**src/logic/search_pulse_pkg.sv**
```systemverilog
// constants, state codes and status layout for the search-assist and pulse command block
package search_pulse_pkg;

    // command byte layout
    localparam int          CMD_BIT_MARK   = 0;
    localparam int          CMD_BIT_ARM    = 1;
    localparam int          CMD_BIT_SEL_LO = 2;
    localparam int          CMD_BIT_FLAG   = 4;
    localparam int          CMD_BIT_FN_LO  = 5;
    localparam logic [2:0]  FUNC_SEARCH    = 3'h5;
    localparam logic [2:0]  FUNC_PULSE     = 3'h7;
    localparam logic [1:0]  PULSE_SEL      = 2'h3;

    // fixed codes
    localparam logic [7:0]  CODE_TERM      = 8'hf1;
    localparam logic [7:0]  CODE_END_HI    = 8'hf6;
    localparam logic [7:0]  CODE_END_LO    = 8'h76;
    localparam logic [7:0]  ECHO_UNDEF     = 8'h03;

    // slot sequencing
    localparam logic [1:0]  SUB_READ0      = 2'h0;
    localparam logic [1:0]  SUB_READ1      = 2'h1;
    localparam logic [1:0]  SUB_WRITE      = 2'h2;
    localparam logic [2:0]  LAST_POS       = 3'h3;
    localparam logic [2:0]  LAST_BIT       = 3'h7;

    // register map
    localparam logic [11:0] ADDR_CTRL      = 12'h000;
    localparam logic [11:0] ADDR_STATUS    = 12'h004;
    localparam int          CTRL_EN_BIT    = 0;
    localparam int          CTRL_SOFF_BIT  = 1;
    localparam logic [31:0] CTRL_RESET     = 32'h0000_0001;
    localparam logic [1:0]  SPEED_RESET    = 2'h0;

    typedef enum logic [3:0] {
        ST_IDLE  = 4'b0001,
        ST_SLOT  = 4'b0010,
        ST_TX    = 4'b0100,
        ST_PULSE = 4'b1000
    } state_e;

    typedef struct packed {
        state_e     state;
        logic [1:0] pad;
        logic       pulse_on;
        logic       err;
        logic [1:0] speed;
        logic       pulse12;
        logic       arm;
        logic       search_on;
    } status_s;

endpackage

```
**src/logic/search_pulse_cmds.sv**
```systemverilog
// search-assist engine and pulse command interpreter with apb status/control
`timescale 1ns/1ps

////////////////////////////////////////////////////////////////////////////////
// Operation
// - search-assist command copies command bit 4 into the search flag
// - with search on, each data byte becomes twelve bus slots
// - search-assist command sends no response byte
// - search-assist command speed field takes effect at once, no bus activity
// - pulse command bit 1 arms or disarms pullup after each data byte outside search mode
// - pulse command bit 4 picks 5V pullup (0) or 12V pulse (1)
// - F1h in command mode ends a pulse-command pulse early; data-byte pullups run to pulse_end
// - pulse command response sent only once the pulse is over
// - pulse response echoes command, two low bits undefined
// - armed data-mode pullup end reports F6h if byte msb set, else 76h
// - pullup-end code is an extra byte after the data response
// - per identity position: read two slots, decide, write one slot
// - search returns selected identity and conflict positions
// - a pass returns 128 bits as 16 bytes
// - one response byte for each byte received in search mode
// - reserved reset-response bit undefined; host ignores it
// - write direction on conflict, first read if none, 1 on no response
// - after a bus error returned identity bits read 1 until search off
// - conflict flag set on conflict or no response; direction is written bit
// - four positions per byte, lowest in low pair, flags even, directions odd
module search_pulse_cmds (
    input  wire logic        clk,
    input  wire logic        rst_n,
    input  wire logic        psel,
    input  wire logic        penable,
    input  wire logic        pwrite,
    input  wire logic [11:0] paddr,
    input  wire logic [31:0] pwdata,
    output logic      [31:0] prdata,
    output logic             pready,
    output logic             pslverr,
    input  wire logic        data_mode,
    input  wire logic        rx_valid,
    input  wire logic [7:0]  rx_data,
    output logic             rx_ready,
    output logic             tx_valid,
    output logic      [7:0]  tx_data,
    input  wire logic        tx_ready,
    output logic             slot_req,
    output logic             slot_wbit,
    input  wire logic        slot_done,
    input  wire logic        slot_rbit,
    output logic             pulse_on,
    output logic             pulse_12v,
    input  wire logic        pulse_end,
    output logic      [1:0]  speed,
    output logic             search_on,
    output logic             cmd_fwd_valid,
    output logic      [7:0]  cmd_fwd_byte
);

    function automatic logic is_search_cmd(input logic [7:0] b);
        return b[search_pulse_pkg::CMD_BIT_MARK]
            && (b[7:search_pulse_pkg::CMD_BIT_FN_LO] == search_pulse_pkg::FUNC_SEARCH);
    endfunction

    function automatic logic is_pulse_cmd(input logic [7:0] b);
        return b[search_pulse_pkg::CMD_BIT_MARK]
            && (b[7:search_pulse_pkg::CMD_BIT_FN_LO] == search_pulse_pkg::FUNC_PULSE)
            && (b[search_pulse_pkg::CMD_BIT_SEL_LO +: 2] == search_pulse_pkg::PULSE_SEL);
    endfunction

    search_pulse_pkg::state_e state_reg;
    logic        ctrl_en_reg;
    logic        search_reg;
    logic        arm_reg;
    logic        pulse12_reg;
    logic [1:0]  speed_reg;
    logic        err_reg;
    logic        pulse_on_reg;
    logic        pulse_data_reg;
    logic        chain_reg;
    logic        searching_reg;
    logic [7:0]  byte_reg;
    logic [7:0]  acc_reg;
    logic [7:0]  echo_reg;
    logic [7:0]  tx_data_reg;
    logic [2:0]  pos_reg;
    logic [1:0]  sub_reg;
    logic        b0_reg;
    logic        d_reg;
    logic        wbit_reg;
    logic [31:0] prdata_reg;
    logic        pslverr_reg;
    logic        fwd_valid_reg;
    logic [7:0]  fwd_byte_reg;

    logic        rx_fire;
    logic        cmd_fire;
    logic        data_fire;
    logic        step;
    logic        conflict;
    logic        noresp;
    logic        dir_bit;
    logic        rprime;
    logic        err_set;
    logic        term;
    logic        apb_wr;
    logic        soff;
    search_pulse_pkg::status_s status;

    ////////////////////////////////////////////////////////////////////////////
    // handshakes and decode

    assign rx_ready  = ctrl_en_reg
                    && ((state_reg == search_pulse_pkg::ST_IDLE)
                    || ((state_reg == search_pulse_pkg::ST_PULSE) && !pulse_data_reg && !data_mode));
    assign rx_fire   = rx_valid && rx_ready;
    assign cmd_fire  = rx_fire && (state_reg == search_pulse_pkg::ST_IDLE) && !data_mode;
    assign data_fire = rx_fire && (state_reg == search_pulse_pkg::ST_IDLE) && data_mode;
    assign step      = (state_reg == search_pulse_pkg::ST_SLOT) && slot_done;

    // b0 and b1 both 0 means both polarities answered
    assign conflict = !b0_reg && !slot_rbit;
    assign noresp   = b0_reg && slot_rbit;
    assign dir_bit  = conflict ? byte_reg[1] : (noresp ? 1'b1 : b0_reg);
    assign rprime   = err_reg ? 1'b1 : wbit_reg;
    assign err_set  = step && searching_reg && (sub_reg == search_pulse_pkg::SUB_READ1) && noresp;

    // termination heard only in a command-mode pulse
    assign term = rx_fire && (state_reg == search_pulse_pkg::ST_PULSE)
               && (rx_data == search_pulse_pkg::CODE_TERM);

    assign tx_valid  = (state_reg == search_pulse_pkg::ST_TX);
    assign tx_data   = tx_data_reg;
    assign slot_req  = (state_reg == search_pulse_pkg::ST_SLOT);
    assign slot_wbit = wbit_reg;
    assign pulse_on  = pulse_on_reg;
    assign pulse_12v = pulse12_reg;
    assign speed     = speed_reg;
    assign search_on = search_reg;
    assign cmd_fwd_valid = fwd_valid_reg;
    assign cmd_fwd_byte  = fwd_byte_reg;

    ////////////////////////////////////////////////////////////////////////////
    // apb slave: data latched in setup, no wait states

    assign pready  = 1'b1;
    assign prdata  = prdata_reg;
    assign pslverr = pslverr_reg;
    assign apb_wr  = psel && penable && pwrite;
    assign soff    = apb_wr && (paddr == search_pulse_pkg::ADDR_CTRL)
                  && pwdata[search_pulse_pkg::CTRL_SOFF_BIT];

    always_comb begin
        status           = '0;
        status.state     = state_reg;
        status.pulse_on  = pulse_on_reg;
        status.err       = err_reg;
        status.speed     = speed_reg;
        status.pulse12   = pulse12_reg;
        status.arm       = arm_reg;
        status.search_on = search_reg;
    end

    always_ff @(posedge clk or negedge rst_n) begin
        if (!rst_n) begin
            prdata_reg  <= 32'h0000_0000;
            pslverr_reg <= 1'b0;
        end else if (psel && !penable) begin
            prdata_reg  <= 32'h0000_0000;
            pslverr_reg <= 1'b0;
            case (paddr)
                search_pulse_pkg::ADDR_CTRL: begin
                    if (!pwrite) begin
                        prdata_reg <= {31'h0000_0000, ctrl_en_reg};
                    end
                end
                search_pulse_pkg::ADDR_STATUS: begin
                    if (!pwrite) begin
                        prdata_reg <= {19'h0_0000, status};
                    end else begin
                        pslverr_reg <= 1'b1;
                    end
                end
                default: begin
                    pslverr_reg <= 1'b1;
                end
            endcase
        end
    end

    always_ff @(posedge clk or negedge rst_n) begin
        if (!rst_n) begin
            ctrl_en_reg <= search_pulse_pkg::CTRL_RESET[search_pulse_pkg::CTRL_EN_BIT];
        end else if (apb_wr && (paddr == search_pulse_pkg::ADDR_CTRL)) begin
            ctrl_en_reg <= pwdata[search_pulse_pkg::CTRL_EN_BIT];
        end
    end

    ////////////////////////////////////////////////////////////////////////////
    // mode flags

    always_ff @(posedge clk or negedge rst_n) begin
        if (!rst_n) begin
            search_reg  <= 1'b0;
            arm_reg     <= 1'b0;
            pulse12_reg <= 1'b0;
            speed_reg   <= search_pulse_pkg::SPEED_RESET;
        end else if (cmd_fire && is_search_cmd(rx_data)) begin
            // no bus activity; speed moves at once
            search_reg <= rx_data[search_pulse_pkg::CMD_BIT_FLAG];
            speed_reg  <= rx_data[search_pulse_pkg::CMD_BIT_SEL_LO +: 2];
        end else if (cmd_fire && is_pulse_cmd(rx_data)) begin
            arm_reg     <= rx_data[search_pulse_pkg::CMD_BIT_ARM];
            pulse12_reg <= rx_data[search_pulse_pkg::CMD_BIT_FLAG];
        end else if (soff) begin
            search_reg <= 1'b0;
        end
    end

    // sticky error: set wins over clear
    always_ff @(posedge clk or negedge rst_n) begin
        if (!rst_n) begin
            err_reg <= 1'b0;
        end else if (err_set) begin
            err_reg <= 1'b1;
        end else if (soff || (cmd_fire && is_search_cmd(rx_data)
                     && !rx_data[search_pulse_pkg::CMD_BIT_FLAG])) begin
            err_reg <= 1'b0;
        end
    end

    // other command codes belong to neighbouring logic, which also owns
    // the undefined reserved bit of its reset answer
    always_ff @(posedge clk or negedge rst_n) begin
        if (!rst_n) begin
            fwd_valid_reg <= 1'b0;
            fwd_byte_reg  <= 8'h00;
        end else begin
            fwd_valid_reg <= cmd_fire && !is_search_cmd(rx_data) && !is_pulse_cmd(rx_data);
            if (cmd_fire) begin
                fwd_byte_reg <= rx_data;
            end
        end
    end

    ////////////////////////////////////////////////////////////////////////////
    // byte sequencer, slots, responses and pulses

    always_ff @(posedge clk or negedge rst_n) begin
        if (!rst_n) begin
            state_reg      <= search_pulse_pkg::ST_IDLE;
            byte_reg       <= 8'h00;
            acc_reg        <= 8'h00;
            echo_reg       <= 8'h00;
            tx_data_reg    <= 8'h00;
            pos_reg        <= 3'h0;
            sub_reg        <= search_pulse_pkg::SUB_READ0;
            b0_reg         <= 1'b0;
            d_reg          <= 1'b0;
            wbit_reg       <= 1'b1;
            chain_reg      <= 1'b0;
            searching_reg  <= 1'b0;
            pulse_on_reg   <= 1'b0;
            pulse_data_reg <= 1'b0;
        end else begin
            case (state_reg)
                search_pulse_pkg::ST_IDLE: begin
                    if (data_fire) begin
                        byte_reg      <= rx_data;
                        pos_reg       <= 3'h0;
                        sub_reg       <= search_pulse_pkg::SUB_READ0;
                        searching_reg <= search_reg;
                        // read slot = write-1 slot
                        wbit_reg      <= search_reg ? 1'b1 : rx_data[0];
                        state_reg     <= search_pulse_pkg::ST_SLOT;
                    end else if (cmd_fire && is_pulse_cmd(rx_data)) begin
                        // undefined echo bits driven 0
                        echo_reg       <= rx_data & ~search_pulse_pkg::ECHO_UNDEF;
                        pulse_on_reg   <= 1'b1;
                        pulse_data_reg <= 1'b0;
                        state_reg      <= search_pulse_pkg::ST_PULSE;
                    end
                end
                search_pulse_pkg::ST_SLOT: begin
                    if (step && !searching_reg) begin
                        // plain byte, lsb first
                        acc_reg  <= {slot_rbit, acc_reg[7:1]};
                        byte_reg <= {1'b0, byte_reg[7:1]};
                        wbit_reg <= byte_reg[1];
                        pos_reg  <= pos_reg + 3'h1;
                        if (pos_reg == search_pulse_pkg::LAST_BIT) begin
                            tx_data_reg <= {slot_rbit, acc_reg[7:1]};
                            chain_reg   <= arm_reg;
                            state_reg   <= search_pulse_pkg::ST_TX;
                        end
                    end else if (step) begin
                        case (sub_reg)
                            search_pulse_pkg::SUB_READ0: begin
                                b0_reg   <= slot_rbit;
                                wbit_reg <= 1'b1;
                                sub_reg  <= search_pulse_pkg::SUB_READ1;
                            end
                            search_pulse_pkg::SUB_READ1: begin
                                wbit_reg <= dir_bit;
                                d_reg    <= conflict || noresp;
                                sub_reg  <= search_pulse_pkg::SUB_WRITE;
                            end
                            search_pulse_pkg::SUB_WRITE: begin
                                // pair {direction, flag} shifts in from the top
                                acc_reg  <= {rprime, d_reg, acc_reg[7:2]};
                                byte_reg <= {2'h0, byte_reg[7:2]};
                                wbit_reg <= 1'b1;
                                sub_reg  <= search_pulse_pkg::SUB_READ0;
                                pos_reg  <= pos_reg + 3'h1;
                                if (pos_reg == search_pulse_pkg::LAST_POS) begin
                                    // answer only after the twelfth slot
                                    tx_data_reg <= {rprime, d_reg, acc_reg[7:2]};
                                    chain_reg   <= 1'b0;
                                    state_reg   <= search_pulse_pkg::ST_TX;
                                end
                            end
                            default: begin
                                sub_reg <= search_pulse_pkg::SUB_READ0;
                            end
                        endcase
                    end
                end
                search_pulse_pkg::ST_TX: begin
                    if (tx_ready) begin
                        if (chain_reg) begin
                            // duration set outside; never unlimited here
                            pulse_on_reg   <= 1'b1;
                            pulse_data_reg <= 1'b1;
                            chain_reg      <= 1'b0;
                            state_reg      <= search_pulse_pkg::ST_PULSE;
                        end else begin
                            state_reg <= search_pulse_pkg::ST_IDLE;
                        end
                    end
                end
                search_pulse_pkg::ST_PULSE: begin
                    if (pulse_end || term) begin
                        pulse_on_reg <= 1'b0;
                        state_reg    <= search_pulse_pkg::ST_TX;
                        if (pulse_data_reg) begin
                            // tx_data_reg holds the data answer
                            tx_data_reg <= tx_data_reg[7] ? search_pulse_pkg::CODE_END_HI
                                                          : search_pulse_pkg::CODE_END_LO;
                        end else begin
                            tx_data_reg <= echo_reg;
                        end
                    end
                end
                default: begin
                    state_reg    <= search_pulse_pkg::ST_IDLE;
                    pulse_on_reg <= 1'b0;
                end
            endcase
        end
    end

endmodule

```
**config.mk**
```make
export PLATFORM = sky130hd
export DESIGN_NAME = search_pulse_cmds
export DESIGN_NICKNAME = d
export VERILOG_FILES = /design/src/logic/search_pulse_pkg.sv /design/src/logic/search_pulse_cmds.sv
export SDC_FILE = /design/constraint.sdc
export NUM_CORES = 1
export LEC_CHECK = 0
export ABC_AREA = 1
export BUFFER_PORTS_ARGS = -buffer_cell sky130_fd_sc_hd__buf_2
export CAP_MARGIN = 20
export CORE_MARGIN = 5
export CORE_UTILIZATION = 35
export DETAILED_ROUTE_END_ITERATION = 6
export GPL_TIMING_DRIVEN = 0
export HOLD_SLACK_MARGIN = 0.05
export MAX_ROUTING_LAYER = met4
export PLACE_DENSITY = 0.57
export SYNTH_ARGS = -nofsm -noshare
export SYNTH_HDL_FRONTEND = slang
export SYNTH_SLANG_ARGS = --single-unit
```
**constraint.sdc**
```tcl
create_clock -name clk -period 2.3 [get_ports clk]
set_input_delay 0.115 -clock clk [delete_from_list [all_inputs] [get_ports clk]]
set_output_delay 0.115 -clock clk [all_outputs]
set_load 0.01 [all_outputs]
```
# [After elaboration in Yosys (flattened, before gate mapping)]
# Cells that the tools add are included.
# Widths: inputs -> output; s select.
[totals] regBits=95 in_bits=63 out_inout_bits=60
[op_classes] add_sub_neg=1 n_eq_ne=28 muxes=73 n_bitwise=4 reduce_logical=68
[op_table] op="$mux 8" count=15
[op_table] op="$mux 4" count=10
[op_table] op="$pmux 8 s2" count=2
[op_table] op="$logic_and 1x1->1" count=29
[op_table] op="$mux 1" count=27
[op_table] op="$pmux 13 s2" count=1
[op_table] op="$reduce_and 4->1" count=5
[op_table] op="$reduce_and 6->1" count=3
[op_table] op="$pmux 4 s4" count=1
[op_table] op="$reduce_bool 2->1" count=8
[op_table] op="$mux 13" count=1
[op_table] op="$eq 12x3->1 const B" count=1
[op_table] op="$logic_not 12->1" count=1
[op_table] op="$mux 3" count=4
[op_table] op="$ne 2x1->1 const B" count=5
[op_table] op="$pmux 1 s2" count=5
[op_table] op="$eq 3x3->1 const B" count=3
[op_table] op="$logic_not 1->1" count=9
[op_table] op="$ne 3x1->1 const B" count=3
[op_table] op="$eq 8x8->1 const B" count=1
[op_table] op="$ne 2x2->1 const B" count=4
[op_table] op="$pmux 2 s2" count=2
[op_table] op="$reduce_and 7->1" count=1
[op_table] op="$mux 2" count=3
[op_table] op="other kinds (19)" count=30

# [Logic depth before layout (Yosys ltp)]
[logic_depth] depth_word=13 mapped_depth=13 mapped_depth_nobuf=13

# [Worst setup path before layout]
# OpenSTA, ideal clock, no wires.
[synth_timing] path_type="register to register" start="register state_reg[0]" end="register tx_data_reg[4] (netlist: tx_data[4])" setup_ns=0.123 t_arrival_ns=1.556 t_required_ns=2.177 setup_slack_ns=0.620 stages_incl_launch_ff=12 synth_period_minus_slack_ns=1.680 path_cell_list="dfstp_2 -> inv_1 -> nand3_2 -> buf_6 -> inv_2 -> o221ai_1 -> nand3_1 -> nor2_2 -> nand2_2 -> buf_6 -> nand2_1 -> o21ai_2"
[synth_via] elab_chain_cells=11 elab_cells_between_ends=22 classes_between="eq/ne: 8; mux: 2; reduce/logical: 12"
[synth_rtl] element="from (decl)" line_no="search_pulse_cmds.sv:68" source="search_pulse_pkg::state_e state_reg;"
[synth_rtl] element="from (signal assigned)" line_no="search_pulse_cmds.sv:248" source="state_reg <= search_pulse_pkg::ST_IDLE;"
[synth_rtl] element="from (signal assigned)" line_no="search_pulse_cmds.sv:272" source="state_reg <= search_pulse_pkg::ST_SLOT;"
[synth_rtl] element="from (signal assigned)" line_no="search_pulse_cmds.sv:278" source="state_reg <= search_pulse_pkg::ST_PULSE;"
[synth_rtl] element="$eq 4x4->1" line_no="search_pulse_cmds.sv:112, search_pulse_cmds.sv:126, search_pulse_cmds.sv:263"
[synth_rtl] element="$logic_and 1x1->1 (2 in a row)" line_no="search_pulse_cmds.sv:112" source="|| ((state_reg == search_pulse_pkg::ST_PULSE) && !pulse_data_reg && !data_mode));"
[synth_rtl] element="$logic_or 1x1->1" line_no="search_pulse_cmds.sv:112"
[synth_rtl] element="$logic_and 1x1->1" line_no="search_pulse_cmds.sv:111" source="&& ((state_reg == search_pulse_pkg::ST_IDLE)"
[synth_rtl] element="$logic_and 1x1->1" line_no="search_pulse_cmds.sv:113" source="assign rx_fire = rx_valid && rx_ready;"
[synth_rtl] element="$logic_and 1x1->1" line_no="search_pulse_cmds.sv:126" source="assign term = rx_fire && (state_reg == search_pulse_pkg::ST_PULSE)"
[synth_rtl] element="$logic_and 1x1->1" line_no="search_pulse_cmds.sv:127" source="&& (rx_data == search_pulse_pkg::CODE_TERM);"
[synth_rtl] element="$logic_or 1x1->1" line_no="search_pulse_cmds.sv:339" source="if (pulse_end || term) begin"
[synth_rtl] element="$ne 2x1->1 (no line)"
[synth_rtl] element="$reduce_and 6->1 (no line)"
[synth_rtl] element="to (signal assigned)" line_no="search_pulse_cmds.sv:314" source="tx_data_reg <= {rprime, d_reg, acc_reg[7:2]};"
[synth_rtl] element="to (signal assigned)" line_no="search_pulse_cmds.sv:344" source="tx_data_reg <= tx_data_reg[7] ? search_pulse_pkg::CODE_END_HI"
[synth_rtl] element="to (signal assigned)" line_no="search_pulse_cmds.sv:347" source="tx_data_reg <= echo_reg;"
[synth_rtl] element="to (decl)" line_no="search_pulse_cmds.sv:82" source="logic [7:0] tx_data_reg;"
# Parallel ways exist; a longest one is shown, timed or not.
# A chain may end at the register's enable or synchronous reset.

# [Worst setup path in the final report]
[layout_timing] start="register state_reg[1]" end="register err_reg"
[layout_via] elab_chain_cells=12 elab_cells_between_ends=19 classes_between="eq/ne: 3; mux: 1; reduce/logical: 15"
[layout_rtl] element="$eq 4x4->1" line_no="search_pulse_cmds.sv:112"
[layout_rtl] element="$logic_and 1x1->1 (2 in a row)" line_no="search_pulse_cmds.sv:112"
[layout_rtl] element="$logic_or 1x1->1" line_no="search_pulse_cmds.sv:112"
[layout_rtl] element="$logic_and 1x1->1" line_no="search_pulse_cmds.sv:111"
[layout_rtl] element="$logic_and 1x1->1" line_no="search_pulse_cmds.sv:113"
[layout_rtl] element="$logic_and 1x1->1 (2 in a row)" line_no="search_pulse_cmds.sv:114" source="assign cmd_fire = rx_fire && (state_reg == search_pulse_pkg::ST_IDLE) && !data_mode;"
[layout_rtl] element="$logic_and 1x1->1" line_no="search_pulse_cmds.sv:223" source="end else if (soff || (cmd_fire && is_search_cmd(rx_data)"
[layout_rtl] element="$logic_and 1x1->1" line_no="search_pulse_cmds.sv:224" source="&& !rx_data[search_pulse_pkg::CMD_BIT_FLAG])) begin"
[layout_rtl] element="$logic_or 1x1->1" line_no="search_pulse_cmds.sv:223"
[layout_rtl] element="$reduce_bool 2->1 (no line)"
[layout_rtl] element="to (signal assigned)" line_no="search_pulse_cmds.sv:220" source="err_reg <= 1'b0;"
[layout_rtl] element="to (signal assigned)" line_no="search_pulse_cmds.sv:222" source="err_reg <= 1'b1;"
[layout_rtl] element="to (signal assigned)" line_no="search_pulse_cmds.sv:225" source="err_reg <= 1'b0;"
[layout_rtl] element="to (decl)" line_no="search_pulse_cmds.sv:74" source="logic err_reg;"
# Parallel ways exist; a longest one is shown, timed or not.

==> metrics.yaml <==
status: "complete, no violations"
endpoint_kind: "flop"
critPathKind: "flop to flop"
viasPerCell: 4.65
yosys.area_share.xor_xnor: 0
r2r_cells: 8
grt_pass1_wl_mm: 15.5
leakage_nw: 2.47
worstReg2RegEnd: "err_reg$_DFFE_PN0P_"
grt_use_total: 0.156
synthSimpleGateAreaFrac: 0.226
rsz0062_at_grt: "no"
drt_iter0_drc: 210
hold_buffers: 7
synth_edf_count: 0
path_cells: "nor2_1 -> nand4_1 -> nand2_2 -> nand4_4 -> nor2_4 -> nand2_1 -> o21ai_0 -> o21ai_0"
fillers: 1062
path_max_fanout: 7
htreeDepth: 3
synth-compound-area-share: 0.146
cts_tree: "yes"
cpPeakStageDelay_ns: 0.41
placementRows: 37
dieArea_um2: 12600
critical_path_required_ns: 2.53
finalSetupViolCount: 0
final_core_util: 0.442
slew_headroom: 0.552
hold_depth: 3
netlist.area_leader.share: 0.472
p_per_area_nw_per_um2: 961
rrSetupSlack_ns: 0.30
cpMostUsedCell: "o21ai_0"
cts.sinks: 72
grt_pass1_vias: 3120
drt-wirelength-per-cell_um: 13.6
routabilityCongestion: 0.908
cts_buffer_depth: 2
final_hold_viol_count: 0
io_pins: 123
fin_nets: 608
numPortBuffers: 70
syn_area_per_cell_um2: 8.49
drtAntennaViolNets: 0
grt-ovfl-total: 0
grt_max_degree: 72
worst_pin_slew_ns: 0.665
start_util: 0.356
synthCells: 431
die_w_um: 112
synthDistinctLibCells: 38
maxCapViolCount: 0
routed_wl_mm: 9.26
netlist_area_um2: 3660
post_cts_buffers: 0
synth.mux.area_fraction: 0
clock_latency_ns: 0.35
ys_ff_latch: 72
cts_buffers: 9
whs_endpoint: "b0_reg$_DFFE_PN0P_"
drcViolationCount: 0
seq_area_frac_synth: 0.493
routed-via-count: 3162
max_freq_mhz: 500
syn2layout_area_growth_pct: 24.1
layout_min_cycle_time_ns: 2.00
dp_hpwl_mm: 7.03
clk_pin_slew_worst_paths_ns: 0.07
r2r_start: "state_reg[1]$_DFFE_PN0P_"
post_route_cells_drive_above_1_share: 0.276
ys_async_sr_fraction: 1.00
start_kind: "flop"
hold_path.class: "input port to flop"
cts_resized: 0
synth_top_family_by_area: "simple AND/OR/NAND/NOR gates"
worstHoldStart: "slot_rbit"
setup_tns_ns: 0
firstDrtPassIters: 4
peakVddDrop_uv: 302
slowest_stage: "dfrtp_1"
largest_reg_flops: 11
drv_slew: 0
synth_top_cell_by_area: "dfrtp_1"
synth_ff_type: "dfrtp_1"
fin_crit_sh: 0.870
crit_arrival_ns: 2.23
ys_warn_count: 0
synthTopCellsByArea: "dfrtp_1, nand2_1, o21ai_0"
fp.dieH_um: 112
antenna_cells: 0
root_buffer: "clkbuf_8"
fp.coreArea_um2: 10300
hold_slack_ns: 0.0813
synth_fa_ha_area_frac: 0.0171
fin_skew_ns: 0.00743
grt_antenna_before_repair: 0
layout make-up:
cell class / count / area [um2] / area share
flip-flops and latches: 72 / 1810 / 0.397
clock inverters: 3 / 42.5 / 0.00936
clock buffers: 12 / 145 / 0.0319
repair buffers: 78 / 450 / 0.0991
plain buffers: 32 / 235 / 0.0518
well taps: 136 / 170 / 0.0375
multi-input cells: 297 / 1510 / 0.332
inverters: 50 / 188 / 0.0413
worst max path at each step:
stage / endpoint / startpoint / cells past startpoint
6_report: err_reg$_DFFE_PN0P_ / state_reg[1]$_DFFE_PN0P_ / 8
5_1_grt: tx_data[3]$_DFFE_PN0P_ / state_reg[2]$_DFFE_PN0P_ / 11
4_1_cts: err_reg$_DFFE_PN0P_ / state_reg[1]$_DFFE_PN0P_ / 8
3_5_place_dp: pulse_12v$_DFFE_PN0P_ / state_reg[1]$_DFFE_PN0P_ / 9
3_3_place_gp: err_reg$_DFFE_PN0P_ / state_reg[1]$_DFFE_PN0P_ / 8
2_1_floorplan: tx_data[4]$_DFFE_PN0P_ / state_reg[0]$_DFFE_PN1P_ / 11
through the flow:
stage | cell area, um2 | worst slack, ns | power, W | instances
after floorplan | 3730 | 0.620 | 0.00289 | 451
after global placement | 4260 | 0.294 | 0.00336 | 657
after detailed placement | 4290 | 0.328 | 0.00340 | 658
after CTS | 4540 | 0.289 | 0.00441 | 680
after global routing | 4540 | 0.0975 | 0.00470 | 680
final | 4540 | 0.300 | 0.00437 | 680
cells in the mapped netlist (4+ instances only):
library cell,number
buf_2,5
a31oi_1,5
nor4_1,5
inv_1,45
nand2_2,5
a21oi_1,5
buf_4,23
nand4_1,7
o21ai_0,37
nand3_1,19
nand2_1,102
dfrtp_1,69
a22o_1,4
inv_2,5
nor2_1,26
o21ai_2,9
o21ai_1,18
ha_1,5
o22ai_1,5
power by group:
group          switching, W  internal, W
clock              0.000465     0.000524
sequential         0.000240      0.00164
combinational      0.000912     0.000588
total               0.00162      0.00275
placed cells by master (no fill, tap or decap), types with 3 or more instances in the layout:
cell type	netlist	layout
nand2_1	102	102
buf_2	5	74
dfrtp_1	69	69
inv_1	45	45
o21ai_0	37	37
nor2_1	26	26
buf_4	23	24
conb_1	2	22
nand3_1	19	19
o21ai_1	18	18
clkbuf_8	0	10
o21ai_2	9	9
nand4_1	7	7
dlygate4sd3_1	0	7
inv_2	5	5
a21oi_1	5	5
nor4_1	5	5
nand2_2	5	5
o22ai_1	5	5
a31oi_1	5	5
ha_1	5	5
a22o_1	4	4
buf_6	3	3
nor3_1	3	3
or2_2	3	3
clkbuf_1	1	3
dfstp_2	3	3
cell families (layout without fill, tap and decap cells):
family	after synthesis	after routing
compound gates	90	90
other cells	2	22
buf+inv	82	175
simple gates	180	180
fa+ha+maj	5	5
flops	72	72
per-layer routing:
layer  share of wire  global-route usage  up-vias  routed length (um)
li1                -                   -     1590                   -
met1            0.47               0.200     1473                4360
met2            0.46               0.241       89                4230
met3           0.058              0.0270       10                 536
met4           0.015              0.0721        0                 138
met5               0                   -        -                   0
worst max-delay path: cells and delay by family (launching register included):
family	cells	cell delay, ns
flip-flops	1	0.41
AND/OR/NAND/NOR	6	1.03
AO/OA/AOI/OAI	2	0.43
(Power assumes the default switching activity.)
